`src/dioctl_pkg.sv`:
```
// Constants of the digital I/O and gate line controller.
// Assumes a single 100 MHz clock and an AXI4-Lite register port.
package dioctl_pkg;

  // ****************************************************************
  // Register map (byte addresses)
  // ****************************************************************
  localparam logic [7:0] DIOCTL_CTRL_ADDR   = 8'h00;
  localparam logic [7:0] DIOCTL_VALUE_ADDR  = 8'h04;
  localparam logic [7:0] DIOCTL_CMD_ADDR    = 8'h08;
  localparam logic [7:0] DIOCTL_GROUP_ADDR  = 8'h0C;
  localparam logic [7:0] DIOCTL_STATUS_ADDR = 8'h10;

  // ****************************************************************
  // Control word fields
  // ****************************************************************
  localparam int DIOCTL_STATUS_BIT   = 0;
  localparam int DIOCTL_VALUE_BIT    = 1;
  localparam int DIOCTL_INVERT_BIT   = 2;
  localparam int DIOCTL_PUSHPULL_BIT = 3;
  localparam int DIOCTL_TRIG_LSB     = 4;
  localparam int DIOCTL_GATEMON_BIT  = 8;
  localparam int DIOCTL_RAISE_BIT    = 9;
  localparam int DIOCTL_DROP_BIT     = 10;
  localparam int DIOCTL_CLEAR_BIT    = 11;
  localparam int DIOCTL_CTRL_W       = 12;

  // Command word: start [3:0], stop [7:4], erase [11:8]
  localparam int DIOCTL_CMD_START_LSB = 0;
  localparam int DIOCTL_CMD_STOP_LSB  = 4;
  localparam int DIOCTL_CMD_ERASE_LSB = 8;

  // ****************************************************************
  // Reset values and widths
  // ****************************************************************
  localparam logic [11:0] DIOCTL_CTRL_RST  = 12'h000;
  localparam logic [7:0]  DIOCTL_VALUE_RST = 8'h00;
  localparam logic [7:0]  DIOCTL_GROUP_RST = 8'h00;
  localparam int          DIOCTL_NSYS      = 4;
  localparam int          DIOCTL_DIO_W     = 8;
  localparam logic [1:0]  DIOCTL_RESP_OKAY   = 2'b00;
  localparam logic [1:0]  DIOCTL_RESP_SLVERR = 2'b10;

endpackage : dioctl_pkg

```
`src/dioctl_sync.sv`:
```
// Two-stage synchroniser for a vector of pin inputs.
// Assumes inputs are asynchronous to clk.
`timescale 1ns/1ps
module dioctl_sync #(
  parameter int W = 8
) (
  input  wire logic         clk,
  input  wire logic         nrst,
  input  wire logic [W-1:0] din,
  output logic      [W-1:0] dout
);

  logic [W-1:0] meta_r;
  logic [W-1:0] meta_nxt;
  logic [W-1:0] sync_r;
  logic [W-1:0] sync_nxt;

  // Idle level of the pins is high
  always_comb begin
    meta_nxt = din;
    sync_nxt = meta_r;
  end

  always_ff @(posedge clk) begin
    if (!nrst) begin
      meta_r <= '1;
      sync_r <= '1;
    end else begin
      meta_r <= meta_nxt;
      sync_r <= sync_nxt;
    end
  end

  assign dout = sync_r;

endmodule : dioctl_sync

```
`src/dioctl_top.sv`:
```
// Digital I/O port and gate line controller with AXI4-Lite registers.
// Assumes synchronous active-low reset and external pull-ups on pins.
//
// Contract
// - In status mode, pin n is high while system n acquires.
// - Invert reverses the level of status or value outputs.
// - In value mode the 8-bit programmable value drives the pins.
// - In value mode the value increments by one in each cycle in which a running system stops and no value write occurs.
// - A control bit picks push-pull or open-drain outputs.
// - With triggering on, input 4+n starts system n.
// - A start command then only arms monitoring of that input.
// - A falling trigger starts the system, clearing it first only with clear-before-start.
// - The system stops when the input returns, and rearms.
// - A stop command ends monitoring of the trigger input.
// - With clear-before-start, data are erased before start.
// - The gate line gates acquisition under three options.
// - With raise or gate monitoring on, drop-on-preset pulls the gate low at the sweep preset.
// - Modules group into up to four systems, one command each.
// - The control word holds each option as a single bit.
`timescale 1ns/1ps
module dioctl_top
  import dioctl_pkg::*;
#(
  parameter int NMOD = 4
) (
  input  wire logic                         clk,
  input  wire logic                         nrst,
  input  wire logic [7:0]                   s_axi_awaddr,
  input  wire logic                         s_axi_awvalid,
  output logic                              s_axi_awready,
  input  wire logic [31:0]                  s_axi_wdata,
  input  wire logic [3:0]                   s_axi_wstrb,
  input  wire logic                         s_axi_wvalid,
  output logic                              s_axi_wready,
  output logic [1:0]                        s_axi_bresp,
  output logic                              s_axi_bvalid,
  input  wire logic                         s_axi_bready,
  input  wire logic [7:0]                   s_axi_araddr,
  input  wire logic                         s_axi_arvalid,
  output logic                              s_axi_arready,
  output logic [31:0]                       s_axi_rdata,
  output logic [1:0]                        s_axi_rresp,
  output logic                              s_axi_rvalid,
  input  wire logic                         s_axi_rready,
  input  wire logic [dioctl_pkg::DIOCTL_DIO_W-1:0] dioIn,
  output logic [dioctl_pkg::DIOCTL_DIO_W-1:0]      dioOut,
  output logic [dioctl_pkg::DIOCTL_DIO_W-1:0]      dioOe,
  input  wire logic [dioctl_pkg::DIOCTL_NSYS-1:0]  sweepPreset,
  input  wire logic                                gateIn,
  output logic                                     gateOut,
  output logic [NMOD-1:0]                          modRun,
  output logic [NMOD-1:0]                          modErase
);
  import dioctl_pkg::*;

  if (NMOD < 1 || NMOD > DIOCTL_NSYS) begin : g_bad_nmod
    $error("NMOD must lie in 1..4");
  end

  // ****************************************************************
  // Bus slave
  // ****************************************************************
  logic [11:0] ctrl_r, ctrl_nxt;
  logic [7:0]  value_r, value_nxt;
  logic [7:0]  group_r, group_nxt;
  logic        awHeld_r, awHeld_nxt, wHeld_r, wHeld_nxt;
  logic [7:0]  awAddr_r, awAddr_nxt;
  logic [31:0] wData_r, wData_nxt;
  logic [3:0]  wStrb_r, wStrb_nxt;
  logic        bValid_r, bValid_nxt;
  logic [1:0]  bResp_r, bResp_nxt;
  logic        rValid_r, rValid_nxt;
  logic [31:0] rData_r, rData_nxt;
  logic [1:0]  rResp_r, rResp_nxt;
  logic [3:0]  cmdStart, cmdStop, cmdErase;
  logic        doWrite;

  // ****************************************************************
  // System state
  // ****************************************************************
  typedef enum logic [1:0] {
    DIOCTL_IDLE  = 2'b00,
    DIOCTL_ARMED = 2'b01,
    DIOCTL_RUN   = 2'b11
  } dioctl_state_e;

  dioctl_state_e             sysSt_r [DIOCTL_NSYS];
  dioctl_state_e             sysSt_nxt [DIOCTL_NSYS];
  logic [DIOCTL_NSYS-1:0]    sysRun, sysClr;
  logic [DIOCTL_NSYS-1:0]    trigPrev_r, trigPrev_nxt;
  logic [DIOCTL_NSYS-1:0]    haltEv;
  logic [DIOCTL_DIO_W-1:0]   dioSync, gateSyncV;
  logic                      gate_r, gate_nxt;
  logic [DIOCTL_DIO_W-1:0]   dioOut_r, dioOut_nxt, dioOe_r, dioOe_nxt;
  logic [NMOD-1:0]           modRun_r, modRun_nxt, modErase_r, modErase_nxt;

  dioctl_sync #(.W(DIOCTL_DIO_W)) u_sync (
    .clk  (clk),
    .nrst (nrst),
    .din  (dioIn),
    .dout (dioSync)
  );

  dioctl_sync #(.W(DIOCTL_DIO_W)) u_gsync (
    .clk  (clk),
    .nrst (nrst),
    .din  ({{(DIOCTL_DIO_W-1){1'b1}}, gateIn}),
    .dout (gateSyncV)
  );

  // Byte-lane merge of a write into an old register value
  function automatic logic [31:0] merge(input logic [31:0] old,
                                        input logic [31:0] nw,
                                        input logic [3:0]  strb);
    logic [31:0] res;
    res = old;
    for (int i = 0; i < 4; i++) begin
      if (strb[i]) begin
        res[i*8 +: 8] = nw[i*8 +: 8];
      end
    end
    return res;
  endfunction : merge

  always_comb begin
    logic [31:0] m;
    m = 32'h0000_0000;
    awHeld_nxt = awHeld_r;
    wHeld_nxt  = wHeld_r;
    awAddr_nxt = awAddr_r;
    wData_nxt  = wData_r;
    wStrb_nxt  = wStrb_r;
    bValid_nxt = bValid_r;
    bResp_nxt  = bResp_r;
    rValid_nxt = rValid_r;
    rData_nxt  = rData_r;
    rResp_nxt  = rResp_r;
    ctrl_nxt   = ctrl_r;
    value_nxt  = value_r;
    group_nxt  = group_r;
    cmdStart   = 4'h0;
    cmdStop    = 4'h0;
    cmdErase   = 4'h0;
    if (s_axi_awvalid && !awHeld_r) begin
      awHeld_nxt = 1'b1;
      awAddr_nxt = s_axi_awaddr;
    end
    if (s_axi_wvalid && !wHeld_r) begin
      wHeld_nxt = 1'b1;
      wData_nxt = s_axi_wdata;
      wStrb_nxt = s_axi_wstrb;
    end
    doWrite = awHeld_r && wHeld_r && !bValid_r;
    if (doWrite) begin
      awHeld_nxt = 1'b0;
      wHeld_nxt  = 1'b0;
      bValid_nxt = 1'b1;
      bResp_nxt  = DIOCTL_RESP_OKAY;
      unique case (awAddr_r)
        DIOCTL_CTRL_ADDR: begin
          m = merge({20'h00000, ctrl_r}, wData_r, wStrb_r);
          ctrl_nxt = m[DIOCTL_CTRL_W-1:0];
        end
        DIOCTL_VALUE_ADDR: begin
          m = merge({24'h000000, value_r}, wData_r, wStrb_r);
          value_nxt = m[7:0];
        end
        DIOCTL_GROUP_ADDR: begin
          m = merge({24'h000000, group_r}, wData_r, wStrb_r);
          group_nxt = m[7:0];
        end
        DIOCTL_CMD_ADDR: begin
          m = merge(32'h0000_0000, wData_r, wStrb_r);
          cmdStart = m[DIOCTL_CMD_START_LSB +: 4];
          cmdStop  = m[DIOCTL_CMD_STOP_LSB +: 4];
          cmdErase = m[DIOCTL_CMD_ERASE_LSB +: 4];
        end
        default: bResp_nxt = DIOCTL_RESP_SLVERR;
      endcase
    end
    if (bValid_r && s_axi_bready) begin
      bValid_nxt = 1'b0;
    end
    if (s_axi_arvalid && !rValid_r) begin
      rValid_nxt = 1'b1;
      rResp_nxt  = DIOCTL_RESP_OKAY;
      unique case (s_axi_araddr)
        DIOCTL_CTRL_ADDR:   rData_nxt = {20'h00000, ctrl_r};
        DIOCTL_VALUE_ADDR:  rData_nxt = {24'h000000, value_r};
        DIOCTL_GROUP_ADDR:  rData_nxt = {24'h000000, group_r};
        DIOCTL_CMD_ADDR:    rData_nxt = 32'h0000_0000;
        DIOCTL_STATUS_ADDR: rData_nxt = {23'h000000, gate_r,
                                         sysClr == 4'h0 ? 4'h0 : sysClr,
                                         sysRun};
        default: begin
          rData_nxt = 32'h0000_0000;
          rResp_nxt = DIOCTL_RESP_SLVERR;
        end
      endcase
    end else if (rValid_r && s_axi_rready) begin
      rValid_nxt = 1'b0;
    end
    // Value register steps once per cycle when any running system stops; a write in the same cycle wins
    if (ctrl_r[DIOCTL_VALUE_BIT] && (haltEv != 4'h0) &&
        !(doWrite && awAddr_r == DIOCTL_VALUE_ADDR)) begin
      value_nxt = value_r + 8'h01;
    end
  end

  // ****************************************************************
  // Trigger-armed systems
  // ****************************************************************
  always_comb begin
    logic trig, fall, back, clrOpt;
    trig   = 1'b0;
    fall   = 1'b0;
    back   = 1'b0;
    clrOpt = ctrl_r[DIOCTL_CLEAR_BIT];
    trigPrev_nxt = trigPrev_r;
    haltEv = 4'h0;
    sysClr = 4'h0;
    for (int s = 0; s < DIOCTL_NSYS; s++) begin
      sysSt_nxt[s] = sysSt_r[s];
      // Inversion swaps which edge starts and which stops
      trig = dioSync[DIOCTL_TRIG_LSB + s] ^ ctrl_r[DIOCTL_INVERT_BIT];
      trigPrev_nxt[s] = trig;
      fall = trigPrev_r[s] && !trig;
      back = !trigPrev_r[s] && trig;
      if (cmdErase[s]) begin
        sysClr[s] = 1'b1;
      end
      if (cmdStop[s]) begin
        if (sysSt_r[s] == DIOCTL_RUN) haltEv[s] = 1'b1;
        sysSt_nxt[s] = DIOCTL_IDLE;
      end else if (cmdStart[s]) begin
        if (ctrl_r[DIOCTL_TRIG_LSB + s]) begin
          sysSt_nxt[s] = DIOCTL_ARMED;
        end else begin
          sysSt_nxt[s] = DIOCTL_RUN;
          sysClr[s] = 1'b1;
        end
      end else begin
        unique case (sysSt_r[s])
          DIOCTL_ARMED: if (fall) begin
            sysSt_nxt[s] = DIOCTL_RUN;
            sysClr[s] = 1'b1;
          end
          DIOCTL_RUN: begin
            if (ctrl_r[DIOCTL_TRIG_LSB + s] && back) begin
              sysSt_nxt[s] = DIOCTL_ARMED;
              haltEv[s] = 1'b1;
            end else if (sweepPreset[s]) begin
              sysSt_nxt[s] = DIOCTL_IDLE;
              haltEv[s] = 1'b1;
            end
          end
          DIOCTL_IDLE: ;
          default: sysSt_nxt[s] = DIOCTL_IDLE;
        endcase
      end
      sysRun[s] = (sysSt_r[s] == DIOCTL_RUN);
    end
    // Clear-before-trigger off: triggered starts keep old data
    if (!clrOpt) begin
      for (int s = 0; s < DIOCTL_NSYS; s++) begin
        if (sysSt_r[s] == DIOCTL_ARMED) sysClr[s] = cmdErase[s];
      end
    end
  end

  // ****************************************************************
  // Module grouping, gate line and pins
  // ****************************************************************
  always_comb begin
    logic [1:0] g;
    logic [DIOCTL_DIO_W-1:0] lvl;
    g = 2'b00;
    lvl = 8'h00;
    gate_nxt = gate_r;
    if (|(cmdStart | (sysClr & ~cmdErase)) &&
        ctrl_r[DIOCTL_RAISE_BIT]) begin
      gate_nxt = 1'b1;
    end
    if (ctrl_r[DIOCTL_DROP_BIT] && |sweepPreset) begin
      gate_nxt = 1'b0;
    end
    if (ctrl_r[DIOCTL_GATEMON_BIT]) begin
      gate_nxt = gate_nxt & gateSyncV[0];
    end else if (!ctrl_r[DIOCTL_RAISE_BIT]) begin
      gate_nxt = 1'b1;
    end
    // Run enables follow the gate value computed above
    for (int m = 0; m < NMOD; m++) begin
      g = group_r[2*m +: 2];
      modRun_nxt[m]   = sysRun[g] && gate_nxt;
      modErase_nxt[m] = sysClr[g];
    end
    if (ctrl_r[DIOCTL_VALUE_BIT]) begin
      lvl = value_nxt;
    end else if (ctrl_r[DIOCTL_STATUS_BIT]) begin
      lvl = {4'h0, sysRun};
    end
    lvl = lvl ^ {DIOCTL_DIO_W{ctrl_r[DIOCTL_INVERT_BIT]}};
    // Only lower pins drive in status mode; upper are trigger inputs
    dioOut_nxt = lvl;
    for (int b = 0; b < DIOCTL_DIO_W; b++) begin
      if (!ctrl_r[DIOCTL_VALUE_BIT] && !ctrl_r[DIOCTL_STATUS_BIT]) begin
        dioOe_nxt[b] = 1'b0;
      end else if (!ctrl_r[DIOCTL_VALUE_BIT] && b >= DIOCTL_TRIG_LSB) begin
        dioOe_nxt[b] = 1'b0;
      end else if (ctrl_r[DIOCTL_PUSHPULL_BIT]) begin
        dioOe_nxt[b] = 1'b1;
      end else begin
        dioOe_nxt[b] = !lvl[b];
      end
    end
  end

  always_ff @(posedge clk) begin
    if (!nrst) begin
      ctrl_r     <= DIOCTL_CTRL_RST;
      value_r    <= DIOCTL_VALUE_RST;
      group_r    <= DIOCTL_GROUP_RST;
      awHeld_r   <= 1'b0;
      wHeld_r    <= 1'b0;
      awAddr_r   <= 8'h00;
      wData_r    <= 32'h0000_0000;
      wStrb_r    <= 4'h0;
      bValid_r   <= 1'b0;
      bResp_r    <= 2'b00;
      rValid_r   <= 1'b0;
      rData_r    <= 32'h0000_0000;
      rResp_r    <= 2'b00;
      for (int s = 0; s < DIOCTL_NSYS; s++) sysSt_r[s] <= DIOCTL_IDLE;
      trigPrev_r <= 4'hF;
      gate_r     <= 1'b0;
      dioOut_r   <= 8'h00;
      dioOe_r    <= 8'h00;
      modRun_r   <= '0;
      modErase_r <= '0;
    end else begin
      ctrl_r     <= ctrl_nxt;
      value_r    <= value_nxt;
      group_r    <= group_nxt;
      awHeld_r   <= awHeld_nxt;
      wHeld_r    <= wHeld_nxt;
      awAddr_r   <= awAddr_nxt;
      wData_r    <= wData_nxt;
      wStrb_r    <= wStrb_nxt;
      bValid_r   <= bValid_nxt;
      bResp_r    <= bResp_nxt;
      rValid_r   <= rValid_nxt;
      rData_r    <= rData_nxt;
      rResp_r    <= rResp_nxt;
      sysSt_r    <= sysSt_nxt;
      trigPrev_r <= trigPrev_nxt;
      gate_r     <= gate_nxt;
      dioOut_r   <= dioOut_nxt;
      dioOe_r    <= dioOe_nxt;
      modRun_r   <= modRun_nxt;
      modErase_r <= modErase_nxt;
    end
  end

  assign s_axi_awready = !awHeld_r;
  assign s_axi_wready  = !wHeld_r;
  assign s_axi_bvalid  = bValid_r;
  assign s_axi_bresp   = bResp_r;
  assign s_axi_arready = !rValid_r;
  assign s_axi_rvalid  = rValid_r;
  assign s_axi_rdata   = rData_r;
  assign s_axi_rresp   = rResp_r;
  assign dioOut        = dioOut_r;
  assign dioOe         = dioOe_r;
  assign gateOut       = gate_r;
  assign modRun        = modRun_r;
  assign modErase      = modErase_r;

endmodule : dioctl_top

```
`config.mk`:
```
export PLATFORM = sky130hd
export DESIGN_NAME = dioctl_top
export DESIGN_NICKNAME = d
export VERILOG_FILES = /design/src/dioctl_pkg.sv /design/src/dioctl_sync.sv /design/src/dioctl_top.sv
export SDC_FILE = /design/constraint.sdc
export NUM_CORES = 1
export LEC_CHECK = 0
export BUFFER_PORTS_ARGS = -buffer_cell sky130_fd_sc_hd__buf_2
export CAP_MARGIN = 15
export CORE_ASPECT_RATIO = 2
export CORE_MARGIN = 2
export CORE_UTILIZATION = 50
export CTS_CLUSTER_DIAMETER = 200
export DETAILED_ROUTE_END_ITERATION = 6
export PLACE_DENSITY = 0.75
export SKIP_CTS_REPAIR_TIMING = 1
export SYNTH_ARGS = -nofsm -noshare
export SYNTH_HDL_FRONTEND = slang
export SYNTH_SLANG_ARGS = --single-unit
```
`constraint.sdc`:
```
create_clock -name clk -period 5.3 [get_ports clk]
set_input_delay 0.265 -clock clk [delete_from_list [all_inputs] [get_ports clk]]
set_output_delay 0.265 -clock clk [all_outputs]
set_load 0.05 [all_outputs]
```
==> insert_results.sql <==
INSERT INTO impl_metrics (metric_group, metric, value, unit) VALUES
('place', 'port_buffers', '89', ''),
('sta', 'fin_hold_ws', '32.3', 'ps'),
('worst_setup_path', 'reg2reg_slack', '1980', 'ps'),
('routing', 'drt_iter0_markers', '357', ''),
('place', 'post-dp-hpwl', '12.6', 'mm'),
('synthesis', 'synth-seq-cells', '115', ''),
('worst_setup_path', 'cp-end-kind', 'register', ''),
('worst_setup_path', 'critical_path_buf_inv_count', '0', ''),
('synthesis', 'cell_accounting_for_the_most_synthesized_area', 'dfxtp_1', ''),
('layout', 'share_of_final_layout_standard_cells_stronger_than_drive_strength_1', '19.8', '%'),
('run_status', 'run_status', 'completed', ''),
('synthesis', 'synth.cell_area', '5830', 'um^2'),
('floorplanning', 'die_area', '12600', 'um^2'),
('floorplanning', 'area_of_the_core', '11400', 'um^2'),
('synthesis', 'synth.lib_cells_used.distinct', '79', ''),
('worst_setup_path', 'regToRegEndpoint', 's_axi_rdata[4]', ''),
('worst_setup_path', 'worst-endpoint-required', '5590', 'ps'),
('clock_tree', 'cts_num_sinks', '115', ''),
('power_and_ir_drop', 'peakVddDrop', '0.000278', 'V'),
('sta', 'timing.final.crit_period', '3320', 'ps'),
('worst_setup_path', 'timing.critical_path.fanout_max', '14', ''),
('routing', 'routed_wire_length_per_instance', '18.6', 'um'),
('worst_setup_path', 'critical_path_s_top_delay_family', 'simple AND/OR/NAND/NOR gates', ''),
('floorplanning', 'pin_count', '138', ''),
('routing', 'met2RoutedLength', '9.19', 'mm'),
('synthesis', 'netlist_top_cells_area', 'dfxtp_1 39%, mux2i_1 6.9%, nand2_1 6.4%, nor2_1 4.6%, a21oi_1 4.2%', ''),
('worst_setup_path', 'path_cells', 'nor4_4, nand4_1, nor3b_2, o22ai_1, a21boi_0, a211oi_1, o22ai_1, nor2_1', ''),
('sta', 'timing.final.setup_violations', '0', ''),
('worst_setup_path', 'r2r_start', 'awAddr_r[4]', ''),
('worst_setup_path', 'worst-endpoint-arrival', '3620', 'ps'),
('sta', 'timing.clock.skew', '5.61', 'ps'),
('worst_hold_path', 'hold_end', 'u_sync.meta_r[6]', ''),
('floorplanning', 'initial_utilization', '51.3', '%'),
('sta', 'timing.slew.headroom', '33.6', '%'),
('sta', 'timing_worst_slew_pin_value', '993', 'ps'),
('synthesis', 'syn_inst', '694', ''),
('worst_hold_path', 'hold_depth', '2', ''),
('sta', 'timing.final.crit_share', '62.7', '%'),
('worst_setup_path', 'critical_path.max_stage_delay', '800', 'ps'),
('routing', 'dr_wl_met3', '807', 'um'),
('routing', 'routed_wirelength', '17.1', 'mm'),
('clock_tree', 'cts_buffers', '17', ''),
('routing', 'vias', '5451', ''),
('clock_tree', 'clkLatencyLatePin', '410', 'ps'),
('floorplanning', 'fp.dieW', '80.4', 'um'),
('synthesis', 'asyncSetResetFlopFracSynth', '0', '%'),
('routing', 'topRoutingLayerUsed', 'met4', ''),
('run', 'drv.max_cap_violation_count', '0', ''),
('global_routing', 'vias_in_the_first_global_route', '5296', ''),
('routing', 'viasPerCell', '5.92', ''),
('worst_setup_path', 'criticalPathCategory', 'reg -> reg', ''),
('synthesis', 'synth-seq-area-share', '39.5', '%'),
('clock_tree', 'cts_tree', 'built', ''),
('floorplanning', 'die_y', '157', 'um'),
('synthesis', 'synth-main-ff-cell', 'dfxtp_1', ''),
('sta', 'max_freq', '301', 'MHz'),
('routing', 'antenna_left', '0', ''),
('layout', 'total_nets_final', '839', ''),
('worst_setup_path', 'critical_path.most_common_cell', 'o22ai_1', ''),
('layout', 'layout.filler_cells', '1047', ''),
('clock_tree', 'clock_tree.htree_level_count', '4', ''),
('worst_setup_path', 'startpoint_type', 'register', ''),
('power_and_ir_drop', 'leakage', '2.75', 'nW'),
('layout', 'syn_to_final_growth', '17.3', '%'),
('worst_hold_path', 'hold_path.class', 'in -> reg', ''),
('routing', 'wl_met1', '5.92', 'mm'),
('layout', 'antennaDiodeCount', '0', ''),
('clock_tree', 'clk_pin_slew', '60', 'ps'),
('global_routing', 'grt_max_degree', '40', ''),
('synthesis', 'synth_warnings', '0', ''),
('sta', 'tns', '0', 'ps');
-- report_power, final --
part / switching [mW] / internal, mW
logic: 0.131 / 0.0496
clock network: 0.417 / 0.742
registers: 0.0294 / 0.888
-- state kept, by name, summed over array words and instances (netlist names), 2 cells and up --
register       count
awAddr_r           8
ctrl_r            12
dioOe              8
dioOut             8
group_r            8
modErase           4
modRun             4
s_axi_rdata       12
sysSt_r            8
trigPrev_r         4
u_sync.dout        4
u_sync.meta_r      4
value_r            8
wData_r           12
wStrb_r            2
-- final cells by class --
type	instances	area (um^2)	area share (%)
Timing Repair Buffer	92	468	6.84
Tap cell	142	178	2.60
Multi-Input combinational cell	528	3240	47.4
Clock inverter	11	126	1.85
Sequential cell	115	2300	33.7
Inverter	12	45.0	0.659
Clock buffer	21	480	7.03
-- kinds of logic (layout without fill, tap and decap cells) --
group                      count (synthesis)  after routing  share of synthesized area [%]
AOI/OAI and AO/OA                        157            157                           18.6
xor gates and xnor gates                   8              8                           1.20
adders and majority gates                  1              1                          0.215
buffers and inverters                     72            136                           6.33
DFF                                      115            115                           39.5
muxes                                     50             50                           9.57
other                                      1             22                         0.0643
and+or+nand+nor                          290            290                           24.5
-- worst max path at each step --
stage                                end  slack [ps]  depth (start not counted)
after floorplan                 dioOe[6]        2460                         10
after global placement    s_axi_rdata[4]        2080                          8
after detailed placement  s_axi_rdata[4]        2040                          8
after CTS                 s_axi_rdata[4]        2030                          8
after global routing      s_axi_rdata[4]        1660                          8
final                     s_axi_rdata[4]        1980                          8
-- worst register-to-register path, stage by stage, from the launching register on --
cell and delay, ps:
dfxtp_1 330, nor4_4 450, nand4_1 240, nor3b_2 800
o22ai_1 200, a21boi_0 800, a211oi_1 180, o22ai_1 160
nor2_1 60
-- synth_stat cells (8+ instances only) --
cell      count
nand3_1      24
o22a_1       10
inv_1        10
o21ai_0      22
dfxtp_1     115
a21oi_1      49
buf_4        22
xnor2_1       8
nand2_1     100
nor2_1       72
mux2i_1      40
nand4_1       9
clkbuf_1     25
nor2b_1      11
nand2b_1     20
-- per-layer routing --
layer | vias up | global-route usage (%)
met5 | - | 0
met4 | 0 | 21.2
met3 | 64 | 5.54
met2 | 220 | 49.8
met1 | 2591 | 27.6
li1 | 2576 | -
-- stage by stage --
stage	cell area, um^2	util (%)	instances	setup WS (ps)	power (mW)
after floorplan	5910	-	715	2460	1.07
after global placement	6230	54.9	889	2080	1.11
after detailed placement	6230	54.9	889	2040	1.12
after CTS	6840	60.2	921	2030	2.27
after global routing	6840	60.2	921	1660	2.32
final	6840	60.2	921	1980	2.26
-- cells in the final DEF, fill, tap and decap left out, types with 4 or more instances in the layout --
cell          n
nand3_1      24
and3_1        6
conb_1       22
o22a_1       10
and4b_1       5
o22ai_1       6
mux4_2        4
mux2_2        6
mux2i_1      40
and2_1        5
a21oi_1      49
nor4_1        5
clkbuf_16    17
o21bai_1      5
a31oi_1       7
or3_1         4
buf_2        89
nor2_1       72
nand2_1     100
xnor2_1       8
nor3_1        7
clkinvlp_4    4
o21ai_0      22
o221ai_1      5
clkbuf_8      4
dfxtp_1     115
nand4_1       9
nor2b_1      11
and4_1        4
o211ai_1      7
nand2b_1     20
inv_1        10
o31ai_1       5
Note: power is estimated with default switching activity, not from simulation.
